### src/core/adc_ctrl_defs.svh
/*
  Constants of the converter control and output port: timing counts, field
  positions and mode codes. Assumes inclusion by bare name from core/.
*/
`ifndef ADC_CTRL_DEFS_SVH
`define ADC_CTRL_DEFS_SVH

// ********************************************************************
// Timing
// ********************************************************************
`define CLK_PERIOD_NS      8
`define CONV_TIME_NS       480
`define CONV_CYCLES        ((`CONV_TIME_NS + `CLK_PERIOD_NS - 1) / `CLK_PERIOD_NS)
`define CAL_TIME_NS        800
`define CAL_CYCLES         ((`CAL_TIME_NS + `CLK_PERIOD_NS - 1) / `CLK_PERIOD_NS)
`define MSCLK_HALF_CYCLES  4

// ********************************************************************
// Result layout and mode codes
// ********************************************************************
`define RESULT_WIDTH       18
`define UPPER_LSB          14
`define MODE_SERIAL        2'h3
`define MODE_HIGH_WORD     2'h1
`define MODE_BYTE          2'h2
`define PIN_SERIAL_OUT     10
`define PIN_SCLK           11
`define PIN_SYNC           12
`define PIN_RDERR          13

`endif

### src/core/adc_ctrl_pkg.sv
/*
  Types shared by the converter control block.
  Assumes the constants header sits beside it.
*/
package adc_ctrl_pkg;
  typedef enum logic [3:0] {
    ST_IDLE = 4'b0001,
    ST_CONV = 4'b0010,
    ST_CAL  = 4'b0100,
    ST_RST  = 4'b1000
  } conv_state_e;

  typedef struct packed {
    logic [1:0] mode;
    logic       slave;
    logic       edge_inv;
    logic       frame_inv;
    logic [1:0] addr;
  } port_cfg_s;
endpackage : adc_ctrl_pkg

### src/core/adc_conversion_control_port.sv
/*
  Conversion control and output port of an 18-bit SAR converter. Holds the
  busy/conversion sequencer, parallel and serial read logic. Assumes the
  analogue core's result is valid on result_in a cycle before busy falls; all pin inputs
  come from outside ref_clk_in and are synchronised here.
*/
// Operation
// - Busy rises when conversion starts, falls after result is latched.
// - Parallel port bits 0 to 13 driven only while chip select and read are both low.
// - Slave serial clock edges count only while chip select is low.
// - Reset high holds device and abandons any conversion.
// - Reset falling edge starts calibration, busy high throughout.
// - Power-down lets running conversion finish, then blocks new starts.
// - Falling edge of convert start holds sample and starts conversion.
// - Data bits 14 to 17 are always driven outputs.
// - Mode 0..2 selects parallel port, mode 3 serial.
// - Unfinished slave read at conversion end discards data, pulses error.
// - Slave data changes on rising edge, valid falling; inversion swaps.
// - Master frame sync active (high unless inverted) while data valid.
`timescale 1ns/100ps
`default_nettype none
`include "adc_ctrl_defs.svh"

module adc_conversion_control_port
  import adc_ctrl_pkg::*;
#(
  parameter int CONV_CYCLES = `CONV_CYCLES,
  parameter int CAL_CYCLES  = `CAL_CYCLES
) (
  // Clock and reset
  input  wire logic                       ref_clk_in,
  input  wire logic                       sys_rst_in,
  // Host control pins
  input  wire logic                       reset_pin_in,
  input  wire logic                       convert_start_n_in,
  input  wire logic                       power_down_request_in,
  input  wire logic                       cs_n_in,
  input  wire logic                       rd_n_in,
  input  wire port_cfg_s                  cfg_in,
  input  wire logic                       ref_powerdown_in,
  input  wire logic                       refbuf_powerdown_in,
  input  wire logic                       ext_sclk_in,
  // Analogue core
  input  wire logic [`RESULT_WIDTH-1:0]   result_in,
  // Outputs
  output logic                            busy_out,
  output logic [`RESULT_WIDTH-1:0]        data_out,
  output logic [`RESULT_WIDTH-1:0]        data_oe_out,
  output logic                            ref_enable_out,
  output logic                            refbuf_enable_out
);

  // ********************************************************************
  // Input synchronisers
  // ********************************************************************
  localparam int NS = 15;
  logic [NS-1:0] sync1_r, sync2_r;
  // Only reset, convert start and the serial clock need a third stage, for edge finding.
  logic [2:0]    sync3_r;
  logic [NS-1:0] pins;
  logic [1:0]    mode, addr_s;
  logic          ref_off_s, buf_off_s, finv_s;
  logic          slave, einv, rst_s, cnv_s, pwrdn_s, cs_s, rd_s, sck_s;
  assign pins = {refbuf_powerdown_in, ref_powerdown_in, cfg_in.addr, cfg_in.frame_inv, cfg_in.mode,
                 cfg_in.slave, cfg_in.edge_inv, reset_pin_in, convert_start_n_in, power_down_request_in,
                 cs_n_in, rd_n_in, ext_sclk_in};
  always_ff @(posedge ref_clk_in) begin
    sync1_r <= pins;
    sync2_r <= sync1_r;
    sync3_r <= {rst_s, cnv_s, sck_s};
  end
  assign {buf_off_s, ref_off_s, addr_s, finv_s, mode, slave, einv, rst_s, cnv_s, pwrdn_s, cs_s, rd_s,
          sck_s} = sync2_r;
  logic rst_fall, cnv_fall, sck_rise, sck_fall;
  assign rst_fall = sync3_r[2] & ~rst_s;
  assign cnv_fall = sync3_r[1] & ~cnv_s;
  assign sck_rise = ~sync3_r[0] & sck_s & ~cs_s;
  assign sck_fall = sync3_r[0] & ~sck_s & ~cs_s;
  logic serial;
  assign serial = (mode == `MODE_SERIAL);

  // ********************************************************************
  // Conversion sequencer
  // ********************************************************************
  conv_state_e state_r;
  logic [15:0] cnt_r;
  logic [`RESULT_WIDTH-1:0] result_r;
  logic done_r;
  always_ff @(posedge ref_clk_in) begin
    done_r <= 1'b0;
    if (sys_rst_in || rst_s) begin
      state_r <= ST_RST;
      cnt_r   <= 16'h0000;
    end else begin
      case (state_r)
        ST_RST: begin
          state_r <= ST_CAL;
          cnt_r   <= 16'(CAL_CYCLES - 1);
        end
        ST_CAL: begin
          if (cnt_r == 16'h0000) state_r <= ST_IDLE;
          else cnt_r <= cnt_r - 16'h0001;
        end
        ST_IDLE: begin
          if (cnv_fall && !pwrdn_s) begin
            state_r <= ST_CONV;
            cnt_r   <= 16'(CONV_CYCLES - 1);
          end
        end
        ST_CONV: begin
          if (cnt_r == 16'h0000) begin
            state_r <= ST_IDLE;
            done_r  <= 1'b1;
          end else cnt_r <= cnt_r - 16'h0001;
        end
        default: state_r <= ST_RST;
      endcase
    end
  end
  always_ff @(posedge ref_clk_in) begin
    if (sys_rst_in) result_r <= '0;
    else if (state_r == ST_CONV && cnt_r == 16'h0000) result_r <= result_in;
  end
  // Busy falls the cycle after the result register is loaded.
  always_ff @(posedge ref_clk_in) begin
    if (sys_rst_in) busy_out <= 1'b0;
    else busy_out <= (state_r == ST_CONV) || (state_r == ST_CAL);
  end
  always_ff @(posedge ref_clk_in) begin
    ref_enable_out    <= ~ref_off_s;
    refbuf_enable_out <= ~buf_off_s;
  end

  // ********************************************************************
  // Serial shifter
  // ********************************************************************
  logic [`RESULT_WIDTH-1:0] shreg_r;
  logic [4:0] bits_r;
  logic reading_r, rderr_r, msclk_r, sync_r;
  logic [2:0] div_r;
  logic upd_edge, smp_edge, read_en;
  assign read_en  = ~cs_s & ~rd_s;
  assign upd_edge = einv ? sck_fall : sck_rise;
  assign smp_edge = einv ? sck_rise : sck_fall;
  always_ff @(posedge ref_clk_in) begin
    rderr_r <= 1'b0;
    if (sys_rst_in || rst_s) begin
      shreg_r <= '0; bits_r <= 5'h00; reading_r <= 1'b0;
      msclk_r <= 1'b0; div_r <= 3'h0; sync_r <= 1'b0;
    end else if (done_r) begin
      if (serial && slave && reading_r) rderr_r <= 1'b1;
      shreg_r <= result_r; bits_r <= 5'h00; reading_r <= 1'b0;
      sync_r <= 1'b0; msclk_r <= 1'b0;
    end else if (serial && read_en && bits_r != 5'(`RESULT_WIDTH)) begin
      if (slave) begin
        if (upd_edge && reading_r) shreg_r <= {shreg_r[`RESULT_WIDTH-2:0], 1'b0};
        if (smp_edge) begin
          reading_r <= (bits_r != 5'(`RESULT_WIDTH - 1));
          bits_r    <= bits_r + 5'h01;
        end
      end else begin
        sync_r <= 1'b1;
        div_r  <= div_r + 3'h1;
        if (div_r == 3'(`MSCLK_HALF_CYCLES - 1)) begin
          div_r   <= 3'h0;
          msclk_r <= ~msclk_r;
          if (msclk_r) begin
            shreg_r <= {shreg_r[`RESULT_WIDTH-2:0], 1'b0};
            bits_r  <= bits_r + 5'h01;
          end
        end
      end
    end else begin
      sync_r <= 1'b0;
      msclk_r <= 1'b0;
    end
  end

  // ********************************************************************
  // Pin drivers
  // ********************************************************************
  logic [`RESULT_WIDTH-1:0] pdata;
  always_comb begin
    pdata = result_r;
    case (mode)
      `MODE_HIGH_WORD: pdata = addr_s[0] ? {14'h0000, result_r[1:0], 2'h0} : {result_r[17:2], 2'h0};
      `MODE_BYTE:
        case (addr_s)
          2'h0: pdata = {result_r[17:10], 10'h000};
          2'h2: pdata = {result_r[9:2], 10'h000};
          2'h1: pdata = {6'h00, result_r[1:0], 10'h000};
          default: pdata = {result_r[1:0], 16'h0000};
        endcase
      default: pdata = result_r;
    endcase
  end
  always_ff @(posedge ref_clk_in) begin
    if (sys_rst_in) begin
      data_out <= '0;
      data_oe_out <= {4'hF, 14'h0000};
    end else begin
      data_out    <= pdata;
      data_oe_out <= {4'hF, {14{read_en & ~serial}}};
      if (mode == `MODE_BYTE) data_oe_out[9:0] <= 10'h000;
      // In the word mode the two lowest pins are the format and address inputs.
      if (mode == `MODE_HIGH_WORD) data_oe_out[1:0] <= 2'h0;
      if (serial) begin
        data_out[`PIN_SERIAL_OUT] <= shreg_r[`RESULT_WIDTH-1];
        data_out[`PIN_SCLK]  <= msclk_r;
        data_out[`PIN_SYNC]  <= sync_r ^ finv_s;
        data_out[`PIN_RDERR] <= rderr_r;
        data_oe_out[`PIN_SERIAL_OUT] <= read_en;
        data_oe_out[`PIN_SCLK]  <= ~slave;
        data_oe_out[`PIN_SYNC]  <= ~slave;
        data_oe_out[`PIN_RDERR] <= slave;
      end
    end
  end

  // ********************************************************************
  // Checks
  // ********************************************************************
  busy_conv_a: assert property (@(posedge ref_clk_in) disable iff (sys_rst_in || rst_s)
    (state_r == ST_IDLE && cnv_fall && !pwrdn_s) |=> ##1 busy_out)
    else $error("busy did not rise after start");
  busy_done_a: assert property (@(posedge ref_clk_in) disable iff (sys_rst_in)
    done_r |-> busy_out ##1 !busy_out) else $error("busy did not fall at done");
  rst_abort_a: assert property (@(posedge ref_clk_in) disable iff (sys_rst_in)
    rst_s |=> state_r == ST_RST) else $error("reset did not abort");
  cal_busy_a: assert property (@(posedge ref_clk_in) disable iff (sys_rst_in || rst_s)
    rst_fall |=> ##2 busy_out) else $error("no calibration busy");
  pwrdn_block_a: assert property (@(posedge ref_clk_in) disable iff (sys_rst_in)
    (state_r == ST_IDLE && pwrdn_s && !rst_s) |=> state_r != ST_CONV) else $error("start in power-down");
  upper_oe_a: assert property (@(posedge ref_clk_in) disable iff (sys_rst_in)
    data_oe_out[17:14] == 4'hF) else $error("upper pins undriven");
  bus_gate_a: assert property (@(posedge ref_clk_in) disable iff (sys_rst_in)
    $past(!read_en) && !serial && $past(!serial) |-> data_oe_out[13:0] == 14'h0000)
    else $error("bus driven without read");
  rd_error_a: assert property (@(posedge ref_clk_in) disable iff (sys_rst_in || rst_s)
    (done_r && serial && slave && reading_r) |=> rderr_r) else $error("no read error pulse");

endmodule : adc_conversion_control_port
`default_nettype wire

### config.mk
export PLATFORM = sky130hd
export DESIGN_NAME = adc_conversion_control_port
export DESIGN_NICKNAME = d
export VERILOG_FILES = /design/src/core/adc_ctrl_pkg.sv /design/src/core/adc_conversion_control_port.sv
export VERILOG_INCLUDE_DIRS = /design/src /design/src/core
export SDC_FILE = /design/constraint.sdc
export NUM_CORES = 1
export LEC_CHECK = 0
export ABC_AREA = 1
export BUFFER_PORTS_ARGS = -buffer_cell sky130_fd_sc_hd__buf_4
export CORE_UTILIZATION = 55
export CTS_CLUSTER_SIZE = 10
export DETAILED_ROUTE_END_ITERATION = 7
export PLACE_DENSITY = 0.77
export SETUP_SLACK_MARGIN = 0.15
export SLEW_MARGIN = 10
export SYNTH_ARGS = -nofsm -noshare
export SYNTH_HDL_FRONTEND = slang
export SYNTH_SLANG_ARGS = --single-unit
### constraint.sdc
create_clock -name ref_clk_in -period 4.6 [get_ports ref_clk_in]
set_clock_uncertainty 0.05 [all_clocks]
set_input_delay 0.23 -clock ref_clk_in [delete_from_list [all_inputs] [get_ports ref_clk_in]]
set_output_delay 0.23 -clock ref_clk_in [all_outputs]
set_load 0.01 [all_outputs]
==> results of run 1 <==
[routing by layer]
metal | vias up | wire, um | share of wire (%)
met5 | - | 0 | 0
met4 | 0 | 245 | 2.0
met3 | 24 | 658 | 5.3
met2 | 152 | 5980 | 48
met1 | 2170 | 5620 | 45
li1 | 2388 | - | -
[registers in the layout, indices dropped and copies added, names as in the netlist, 2 cells and up]
signal and count:
data_out 18, result_r 18, shreg_r 18, cnt_r 16, sync1_r 15, sync2_r 15, bits_r 5, data_oe_out 5
state_r 4, div_r 3, sync3_r 2
[where the power goes]
part / switching, mW / internal (mW)
clock: 0.487 / 0.705
sequential: 0.0145 / 1.13
combinational: 0.127 / 0.0893
total: 0.628 / 1.92
[critical path, cell delays in order]
cell	delay (ns)
dlygate4sd3_1	0.53
buf_4	0.21
nor2_2	0.76
inv_1	0.62
nor2_1	0.39
nand4_1	0.18
a21oi_1	0.14
[per-stage QoR]
stage,cells,total power [mW],hold WS (ns),setup WS [ns]
floorplan,695,1.30,0.208,2.83
global placement,857,1.35,0.261,2.14
detailed placement,857,1.35,0.262,2.04
CTS,922,2.56,0.274,1.96
global route,922,2.63,0.279,1.69
finish,922,2.55,0.270,1.92
[area by class of cell]
type / instances / area [um2] / share of cell area, %
sequential: 127 / 2540 / 37.5
multi-input combinational: 475 / 2460 / 36.3
timing repair buffer: 103 / 858 / 12.7
clock buffer: 20 / 455 / 6.72
inverter: 57 / 216 / 3.20
tap: 129 / 161 / 2.38
clock inverter: 11 / 83.8 / 1.24
[cells in the final DEF, fill, tap and decap left out, types with 4 or more instances in the layout]
cell           Yosys  final
clkinvlp_4         0      4
mux2i_1           16     16
xor2_1             4      4
o21ai_0           18     18
dfxtp_1          127    127
buf_4             15     69
nor3_1             8      8
nor2_1           117    117
clkbuf_16          0     16
a21oi_1           43     43
nor2_2            15     15
o21ai_1           10     10
inv_1             52     52
dlygate4sd3_1      0     34
nand2_4            5      5
nand3_2            5      5
o22ai_1            4      4
nand4_1           18     18
nor2_4             4      4
conb_1             1      4
nand3_1           25     25
clkbuf_8           0      4
nand2_1          143    143
o32ai_1            4      4
ha_1               8      8
[path summary, 6_finish.rpt]
kind                               end  slack, ns  cells after the start
setup / recovery  msclk_r$_SDFFE_PP0P_       1.92                      7
setup reg to reg  msclk_r$_SDFFE_PP0P_       2.13                      5
hold / removal      sync2_r[3]$_DFF_P_       0.27                      0
hold reg to reg     sync2_r[3]$_DFF_P_       0.27                      0
[repair_timing]
item	CTS	global route
endpoints found under the setup margin	0	0
hold endpoints to repair	40	0
hold buffers	34	0
[kinds of logic after synthesis]
family	after synthesis	synth area share, %
compound gates	84	8.53
mux	16	2.94
xor+xnor	7	1.13
flops	127	46.7
other cells	1	0.0689
fa+ha+maj	8	1.84
simple gates	356	30.4
buf+inv	93	8.35
==> flow_metrics.env, run 1 <==
export IMPL_hold_viol=0
export IMPL_start_util_pct=57.8
export IMPL_avgRoutedWirePerCell_um=13.6
export IMPL_syn_area_um2=5440
export IMPL_finalSetupViolations=0
export IMPL_async_flop_share_pct=0
export IMPL_hpwl_um=8400
export IMPL_required_ns=4.99
export IMPL_clkSinkCount=127
export IMPL_grt_pass1_vias=4607
export IMPL_cts_resized=0
export IMPL_gp_congestion=0.889
export IMPL_antenna_left=0
export IMPL_cts_buffers_inserted=17
export IMPL_finalWirelength_um=12500
export IMPL_dieWidth_um=101
export IMPL_period_needed_ns=2.68
export IMPL_synthesis_area_per_instance_um2=7.86
export IMPL_power_density_nw_per_um2=376
export IMPL_rsz0062_at_grt="false"
export IMPL_rows=35
export IMPL_clock_path_buffers=2
export IMPL_cts_htree_levels=4
export IMPL_grt_max_degree=26
export IMPL_utilization_pct=71.9
export IMPL_ys_types=41
export IMPL_use_met1_pct=33.0
export IMPL_fill_cells=712
export IMPL_nNetsFinal=824
export IMPL_cts_tree="yes"
export IMPL_timing_fmax_ghz=0.373
export IMPL_worst_path_max_fanout=25
export IMPL_drtIter0Drc=252
export IMPL_use_met3_pct=4.97
export IMPL_endpoint_kind="register"
export IMPL_synth_most_common_cell="nand2_1"
export IMPL_yosys_area_top_type="dfxtp_1"
export IMPL_drive_gt1_share_pct=18.3
export IMPL_p_leak_nw=2.86
export IMPL_critPathLaunchType="primary input"
export IMPL_rr_startpoint="sync2_r[5]$_DFF_P_"
export IMPL_design_area_um2=6770
export IMPL_placed_cell_area_um2=5890
export IMPL_cp_data_arrival_time_ns=3.08
export IMPL_tns_ns=0
export IMPL_holdCritStartpoint="sync1_r[3]$_DFF_P_"
export IMPL_area_delta_synth_final_pct=24.5
export IMPL_slew_violations=0
export IMPL_hp_class="register to register"
export IMPL_status="complete, no violations"
export IMPL_synth_ff_type="dfxtp_1"
export IMPL_n_antenna_cell=0
export IMPL_critical_path_class="primary input to register"
export IMPL_grt_busiest_layer="met2"
export IMPL_synth_top_area_share_pct=46.7
export IMPL_yosysSeqAreaShare_pct=46.7
export IMPL_grtUsageMet2_pct=43.1
export IMPL_antenna_found_initial=0
export IMPL_slew_headroom_pct=25.5
export IMPL_cap_violations=0
export IMPL_grt_pass1_wl_um=20700
export IMPL_peakVddDrop_mv=0.324
export IMPL_ctsRootBufferMaster="clkbuf_8"
export IMPL_boundaryPins=74
export IMPL_clock_latency_ns=0.51
export IMPL_synth_edff_count=0
export IMPL_portBuffers=69
export IMPL_vias=4734
export IMPL_synth_cells=692
export IMPL_ys_top_cells_by_count="nand2_1 (143), dfxtp_1 (127), nor2_1 (117)"
export IMPL_fin_crit_sh_pct=58.3
export IMPL_fp_coreArea_um2=9420
export IMPL_worstMarginPinSlew_ns=1.12
export IMPL_post_cts_buffers=0
export IMPL_drc=0
export IMPL_yosys_warnings=0
export IMPL_die_area_um2=10300
export IMPL_startpoint="sys_rst_in"
export IMPL_grt_usage_pct=26.0
export IMPL_die_h_um=101
export IMPL_path_clk_slew_ns=0.06
export IMPL_ys_ff_latch=127
export IMPL_drt_pass1_iterations=5
export IMPL_grt_ovfl_total=0
export IMPL_via_per_inst=5.13
export IMPL_synth_area_leaders="dfxtp_1 (47%), nand2_1 (9.9%), nor2_1 (8.1%), a21oi_1 (4.0%), inv_1 (3.6%)"
No activity file was read; power rests on OpenSTA's default activity.
==> run 2: changes to the inputs <==
--- a/config.mk
+++ b/config.mk
@@ -8,10 +8,10 @@
 export LEC_CHECK = 0
 export ABC_AREA = 1
 export BUFFER_PORTS_ARGS = -buffer_cell sky130_fd_sc_hd__buf_4
-export CORE_UTILIZATION = 55
+export CORE_UTILIZATION = 52
 export CTS_CLUSTER_SIZE = 10
 export DETAILED_ROUTE_END_ITERATION = 7
-export PLACE_DENSITY = 0.77
+export PLACE_DENSITY = 0.76
 export SETUP_SLACK_MARGIN = 0.15
 export SLEW_MARGIN = 10
 export SYNTH_ARGS = -nofsm -noshare
==> constraint.sdc (replaced) <==
create_clock -name ref_clk_in -period 2.4 [get_ports ref_clk_in]
set_clock_uncertainty 0.05 [all_clocks]
set_input_delay 0.12 -clock ref_clk_in [delete_from_list [all_inputs] [get_ports ref_clk_in]]
set_output_delay 0.12 -clock ref_clk_in [all_outputs]
set_load 0.01 [all_outputs]
==> run 2 against run 1 <==
Net effect: non-clock buffer count is 6 higher; combinational power is 98% higher; clock-buffer cell count is 2 lower; register-to-register slack worse by 1.7 ns; hold slack worse by 0.078 ns; largest power group unchanged; highest routed layer unchanged.
==> flow_metrics.env, run 2 (same netlist as run 1, synthesis figures left out) <==
export IMPL_start_util_pct=54.7
export IMPL_multi_input_area_um2=2460
export IMPL_placed_cell_area_um2=5940
export IMPL_drt_pass1_iterations=5
export IMPL_drive_gt1_share_pct=19.0
export IMPL_boundaryPins=74
export IMPL_utilization_pct=68.9
export IMPL_vias=4827
export IMPL_grt_pass1_vias=4637
export IMPL_worst_path_max_fanout=19
export IMPL_clock_path_buffers=2
export IMPL_p_leak_nw=2.90
export IMPL_clkSinkCount=127
export IMPL_via_per_inst=5.17
export IMPL_nNetsFinal=830
export IMPL_period_needed_ns=1.96
export IMPL_rrSetupSlack_ns=0.44
export IMPL_drtIter0Drc=384
export IMPL_slowest_delay_ns=0.31
export IMPL_ctsRootBufferMaster="clkbuf_8"
export IMPL_design_area_um2=6860
export IMPL_rr_startpoint="cnt_r[0]$_SDFFE_PP0P_"
export IMPL_hp_class="primary input to register"
export IMPL_cts_resized=0
export IMPL_cap_violations=0
export IMPL_hold_ws_ns=0.192
export IMPL_gp_congestion=0.916
export IMPL_fp_coreArea_um2=9950
export IMPL_cts_htree_levels=4
export IMPL_startpoint="cnt_r[0]$_SDFFE_PP0P_"
export IMPL_final_common_cell="nand2_1"
export IMPL_endpoint="result_r[2]$_SDFFE_PP0P_"
export IMPL_endpoint_kind="register"
export IMPL_cts_tree="yes"
export IMPL_cp_data_arrival_time_ns=2.32
export IMPL_critPathLaunchType="register"
export IMPL_cts_buffers_inserted=17
export IMPL_power_density_nw_per_um2=737
export IMPL_seqCellArea_um2=2540
export IMPL_place_inst=867
export IMPL_hold_viol=0
export IMPL_portBuffers=69
export IMPL_dieWidth_um=104
export IMPL_worstMarginPinSlew_ns=0.723
export IMPL_reg2reg_depth=9
export IMPL_fin_cells=933
export IMPL_finalWirelength_um=13000
export IMPL_rows=36
export IMPL_rsz0062_at_grt="false"
export IMPL_whs_path_depth=2
export IMPL_die_area_um2=10900
export IMPL_post_cts_buffers=0
export IMPL_grt_ovfl_total=0
export IMPL_slew_violations=0
export IMPL_timing_fmax_ghz=0.510
export IMPL_area_delta_synth_final_pct=26.0
export IMPL_n_antenna_cell=0
export IMPL_r2r_end="result_r[2]$_SDFFE_PP0P_"
export IMPL_peakVddDrop_mv=0.525
export IMPL_slew_headroom_pct=51.7
export IMPL_tns_ns=0
export IMPL_grt_max_degree=26
export IMPL_crit_path_top_delay_cell="dfxtp_1"
export IMPL_status="complete, no violations"
export IMPL_path_clk_slew_ns=0.06
export IMPL_antenna_left=0
export IMPL_antenna_found_initial=0
export IMPL_fill_cells=744
export IMPL_cp_cell_sequence="clkinv_1, ha_1, nand2_4, nor2_8, nand2_4, nor2_8, inv_4, nor2_1, nor2_1"
export IMPL_drc=0
export IMPL_reg_top3="data_out (18), result_r (18), shreg_r (18)"
export IMPL_fin_ws_ns=0.439
export IMPL_required_ns=2.76
export IMPL_final_cell_mix="nand2_1 (143), dfxtp_1 (127), nor2_1 (117)"
export IMPL_grt_usage_pct=24.8
export IMPL_hpwl_um=8560
export IMPL_die_h_um=104
export IMPL_pre_cts_slack_ns=0.523
export IMPL_fin_crit_sh_pct=81.7
export IMPL_critical_path_class="register to register"
export IMPL_grt_pass1_wl_um=21500
export IMPL_p_total_mw=5.05
export IMPL_finalSetupViolations=0
export IMPL_avgRoutedWirePerCell_um=14.0
export IMPL_clock_latency_ns=0.52
==> run 2: cell count changes in the layout (fill, tap and decap cells not counted), sizes merged <==
cell    change
buf         +6
bufinv      +1
clkbuf      -2
clkinv      -3
inv         +5
==> run 2: layout make-up <==
| class | count | share of cell area (%) |
|---|---|---|
| repair buffers | 109 | 13.2 |
| clock inverters | 14 | 2.10 |
| well taps | 133 | 2.43 |
| flip-flops and latches | 127 | 37.1 |
| clock buffers | 18 | 6.24 |
| inverters | 57 | 3.16 |
| multi-input cells | 475 | 35.8 |
==> run 2: worst max-delay path, delay by kind of cell (launching register included) <==
| kind | cells | cell delay, ns |
|---|---|---|
| and+or+nand+nor | 6 | 0.86 |
| DFF | 1 | 0.31 |
| buffers and inverters | 2 | 0.31 |
| adders and majority gates | 1 | 0.31 |
==> run 2: timing repair <==
action                                  in CTS  in global routing
hold buffers                                34                  0
endpoints found under the setup margin       0                  0
hold endpoints to repair                    50                  0
==> run 2: worst min-delay path by stage <==
stage / start / to / slack [ns]
6_report: cfg_in[3] / sync1_r[6]$_DFF_P_ / 0.19
5_1_grt: refbuf_powerdown_in / sync1_r[14]$_DFF_P_ / 0.17
4_1_cts: cs_n_in / sync1_r[2]$_DFF_P_ / 0.17
3_5_place_dp: refbuf_powerdown_in / sync1_r[14]$_DFF_P_ / 0.18
3_3_place_gp: cfg_in[1] / sync1_r[12]$_DFF_P_ / 0.17
2_1_floorplan: ext_sclk_in / sync1_r[0]$_DFF_P_ / 0.1
==> run 2: metal layers <==
metal	track usage, %	vias up	part of all wire [%]
li1	-	2403	-
met1	29.9	2212	42
met4	10.5	0	2.4
met5	0	-	0
met2	41.4	182	49
met3	6.64	30	6.8
==> run 2: power breakdown <==
group	switching [mW]	internal, mW
Clock	1.01	1.43
Sequential	0.0292	2.16
Combinational	0.250	0.177
Total	1.29	3.77
==> run 3: changes to the inputs <==
--- a/config.mk
+++ b/config.mk
@@ -6,12 +6,12 @@
 export SDC_FILE = /design/constraint.sdc
 export NUM_CORES = 1
 export LEC_CHECK = 0
-export ABC_AREA = 1
+export ABC_AREA = 0
 export BUFFER_PORTS_ARGS = -buffer_cell sky130_fd_sc_hd__buf_4
-export CORE_UTILIZATION = 52
+export CORE_UTILIZATION = 55
 export CTS_CLUSTER_SIZE = 10
 export DETAILED_ROUTE_END_ITERATION = 7
-export PLACE_DENSITY = 0.76
+export PLACE_DENSITY = 0.77
 export SETUP_SLACK_MARGIN = 0.15
 export SLEW_MARGIN = 10
 export SYNTH_ARGS = -nofsm -noshare
==> constraint.sdc (replaced) <==
create_clock -name ref_clk_in -period 2.1 [get_ports ref_clk_in]
set_clock_uncertainty 0.05 [all_clocks]
set_input_delay 0.105 -clock ref_clk_in [delete_from_list [all_inputs] [get_ports ref_clk_in]]
set_output_delay 0.105 -clock ref_clk_in [all_outputs]
set_load 0.01 [all_outputs]
==> run 3 against run 2 <==
Net effect: the run now ends with setup timing left; clock-buffer cell count up 3; synthesized cell count down 26%; critical path depth unchanged; register-to-register slack worse by 0.48 ns; largest cell class unchanged.
==> flow_metrics.env, run 3 <==
export IMPL_utilization_pct=79.6
export IMPL_drt_pass1_iterations=4
export IMPL_via_per_inst=5.56
export IMPL_fin_ws_ns=-0.0446
export IMPL_timing_fmax_ghz=0.466
export IMPL_status="finished with violations"
export IMPL_peakVddDrop_mv=0.736
export IMPL_endpoint_kind="register"
export IMPL_die_area_um2=9470
export IMPL_final_cell_mix="dfxtp_1 (119), buf_4 (105), mux2i_1 (46)"
export IMPL_period_needed_ns=2.14
export IMPL_cap_violations=0
export IMPL_rows=34
export IMPL_drc=0
export IMPL_placed_cell_area_um2=5700
export IMPL_cts_htree_levels=4
export IMPL_synth_cells=510
export IMPL_critPathLaunchType="register"
export IMPL_async_flop_share_pct=0
export IMPL_hold_viol=0
export IMPL_antenna_left=0
export IMPL_fin_crit_sh_pct=102
export IMPL_slew_headroom_pct=62.2
export IMPL_antenna_found_initial=0
export IMPL_n_antenna_cell=0
export IMPL_hpwl_um=7010
export IMPL_ctsRootBufferMaster="clkbuf_8"
export IMPL_reg_top3="data_out (18), result_r (18), shreg_r (18)"
export IMPL_syn_area_um2=5000
export IMPL_yosys_area_top_type="dfxtp_1"
export IMPL_cts_buffers_inserted=17
export IMPL_worst_path_max_fanout=4
export IMPL_power_density_nw_per_um2=891
export IMPL_area_delta_synth_final_pct=39.5
export IMPL_portBuffers=69
export IMPL_hp_class="primary input to register"
export IMPL_synth_edff_count=0
export IMPL_cp_data_arrival_time_ns=2.48
export IMPL_vias=4223
export IMPL_yosysSeqAreaShare_pct=50.9
export IMPL_p_leak_nw=2.89
export IMPL_final_common_cell="dfxtp_1"
export IMPL_cts_tree="yes"
export IMPL_gp_congestion=0.923
export IMPL_grt_pass1_vias=4051
export IMPL_clock_path_buffers=2
export IMPL_avgRoutedWirePerCell_um=16.3
export IMPL_synth_most_common_cell="dfxtp_1"
export IMPL_required_ns=2.44
export IMPL_dieWidth_um=97.3
export IMPL_path_clk_slew_ns=0.06
export IMPL_violations="setup timing"
export IMPL_ys_types=57
export IMPL_critical_path_class="register to register"
export IMPL_synth_area_leaders="dfxtp_1 (51%), mux2i_1 (9.2%), a21oi_1 (3.5%), nor2_1 (3.3%), nand2b_1 (2.5%)"
export IMPL_synth_top_area_share_pct=50.9
export IMPL_fp_coreArea_um2=8760
export IMPL_drtIter0Drc=206
export IMPL_synthesis_area_per_instance_um2=9.80
export IMPL_clkSinkCount=127
export IMPL_finalWirelength_um=12400
export IMPL_start_util_pct=57.0
export IMPL_ys_ff_latch=127
export IMPL_clock_latency_ns=0.52
export IMPL_finalSetupViolations=11
export IMPL_rsz0062_at_grt="true"
export IMPL_ys_top_cells_by_count="dfxtp_1 (127), mux2i_1 (46), nor2_1 (44)"
export IMPL_drive_gt1_share_pct=28.9
export IMPL_yosys_warnings=0
export IMPL_grt_usage_pct=26.0
export IMPL_grt_ovfl_total=0
export IMPL_boundaryPins=74
export IMPL_design_area_um2=6970
export IMPL_slew_violations=0
export IMPL_die_h_um=97.3
export IMPL_synth_ff_type="dfxtp_1"
export IMPL_grt_pass1_wl_um=19600
export IMPL_worstMarginPinSlew_ns=0.565
export IMPL_nNetsFinal=681
export IMPL_grt_max_degree=39
## run 3: timing repair
action                                  CTS  global route
pin swaps                                 1             7
gates cloned                              2             1
endpoints found under the setup margin   35            63
endpoints found under the hold margin    33             0
setup buffers                             5             8
resized for setup                        16            25
hold buffers                             33             0
## run 3: critical path: stages (launching register included)
cell and delay, ns:
dfxtp_2 0.33, inv_2 0.08, ha_4 0.14, nor4b_4 0.26, nand4_1 0.25, nor4_4 0.31
buf_4 0.21, clkbuf_16 0.15, mux2i_1 0.18, nor2_1 0.06
## run 3: per-layer routing
layer / vias to the layer above / track usage, % / wire (um)
li1: 2038 / - / -
met3: 24 / 6.47 / 718
met2: 143 / 45.4 / 6350
met1: 2018 / 30.0 / 5010
met4: 0 / 11.4 / 284
met5: - / 0 / 0
## run 3: cell families after synthesis
group,after synthesis,synth area share (%)
flip-flops,127,50.9
adder cells (fa/ha/maj),8,2.00
XOR/XNOR,4,0.701
other,1,0.0751
AND/OR/NAND/NOR,171,19.0
buffers and inverters,55,5.66
multiplexers,46,9.22
AO/OA/AOI/OAI,98,12.4
## run 3: final timing paths
check,start,end,slack [ns],cells after the start
min reg2reg,sync1_r[0]$_DFF_P_,sync2_r[0]$_DFF_P_,0.27,0
max,cnt_r[1]$_SDFFE_PP0P_,result_r[10]$_SDFFE_PP0P_,-0.04,9
max reg2reg,cnt_r[1]$_SDFFE_PP0P_,result_r[10]$_SDFFE_PP0P_,-0.04,9
min,sys_rst_in,shreg_r[0]$_SDFFE_PP0P_,0.04,3
## run 3: metrics by stage
stage	power, mW	hold slack [ns]	instances	worst slack, ns	TNS (ns)
after global placement	2.98	0.159	678	0.0576	0
after CTS	6.18	0.0191	750	0.0263	0
after detailed placement	2.99	0.161	678	0.0415	0
after floorplan	2.81	0.0827	513	0.0672	0
after global routing	6.41	0.0468	759	-0.109	-1.66
final	6.21	0.0443	759	-0.0446	-0.157
## run 3: report_power, final
group          internal [mW]  switching [mW]  leakage [nW]
sequential              2.47          0.0522          1.04
clock                   2.07            1.08         0.307
combinational          0.293           0.254          1.54
total                   4.83            1.38          2.89
## run 3: layout make-up
class	count	area, um2
clock inverters	11	178
multi-input cells	331	2340
flip-flops and latches	127	2550
well taps	108	135
inverters	17	63.8
fillers	504	1790
clock buffers	21	469
repair buffers	144	1230
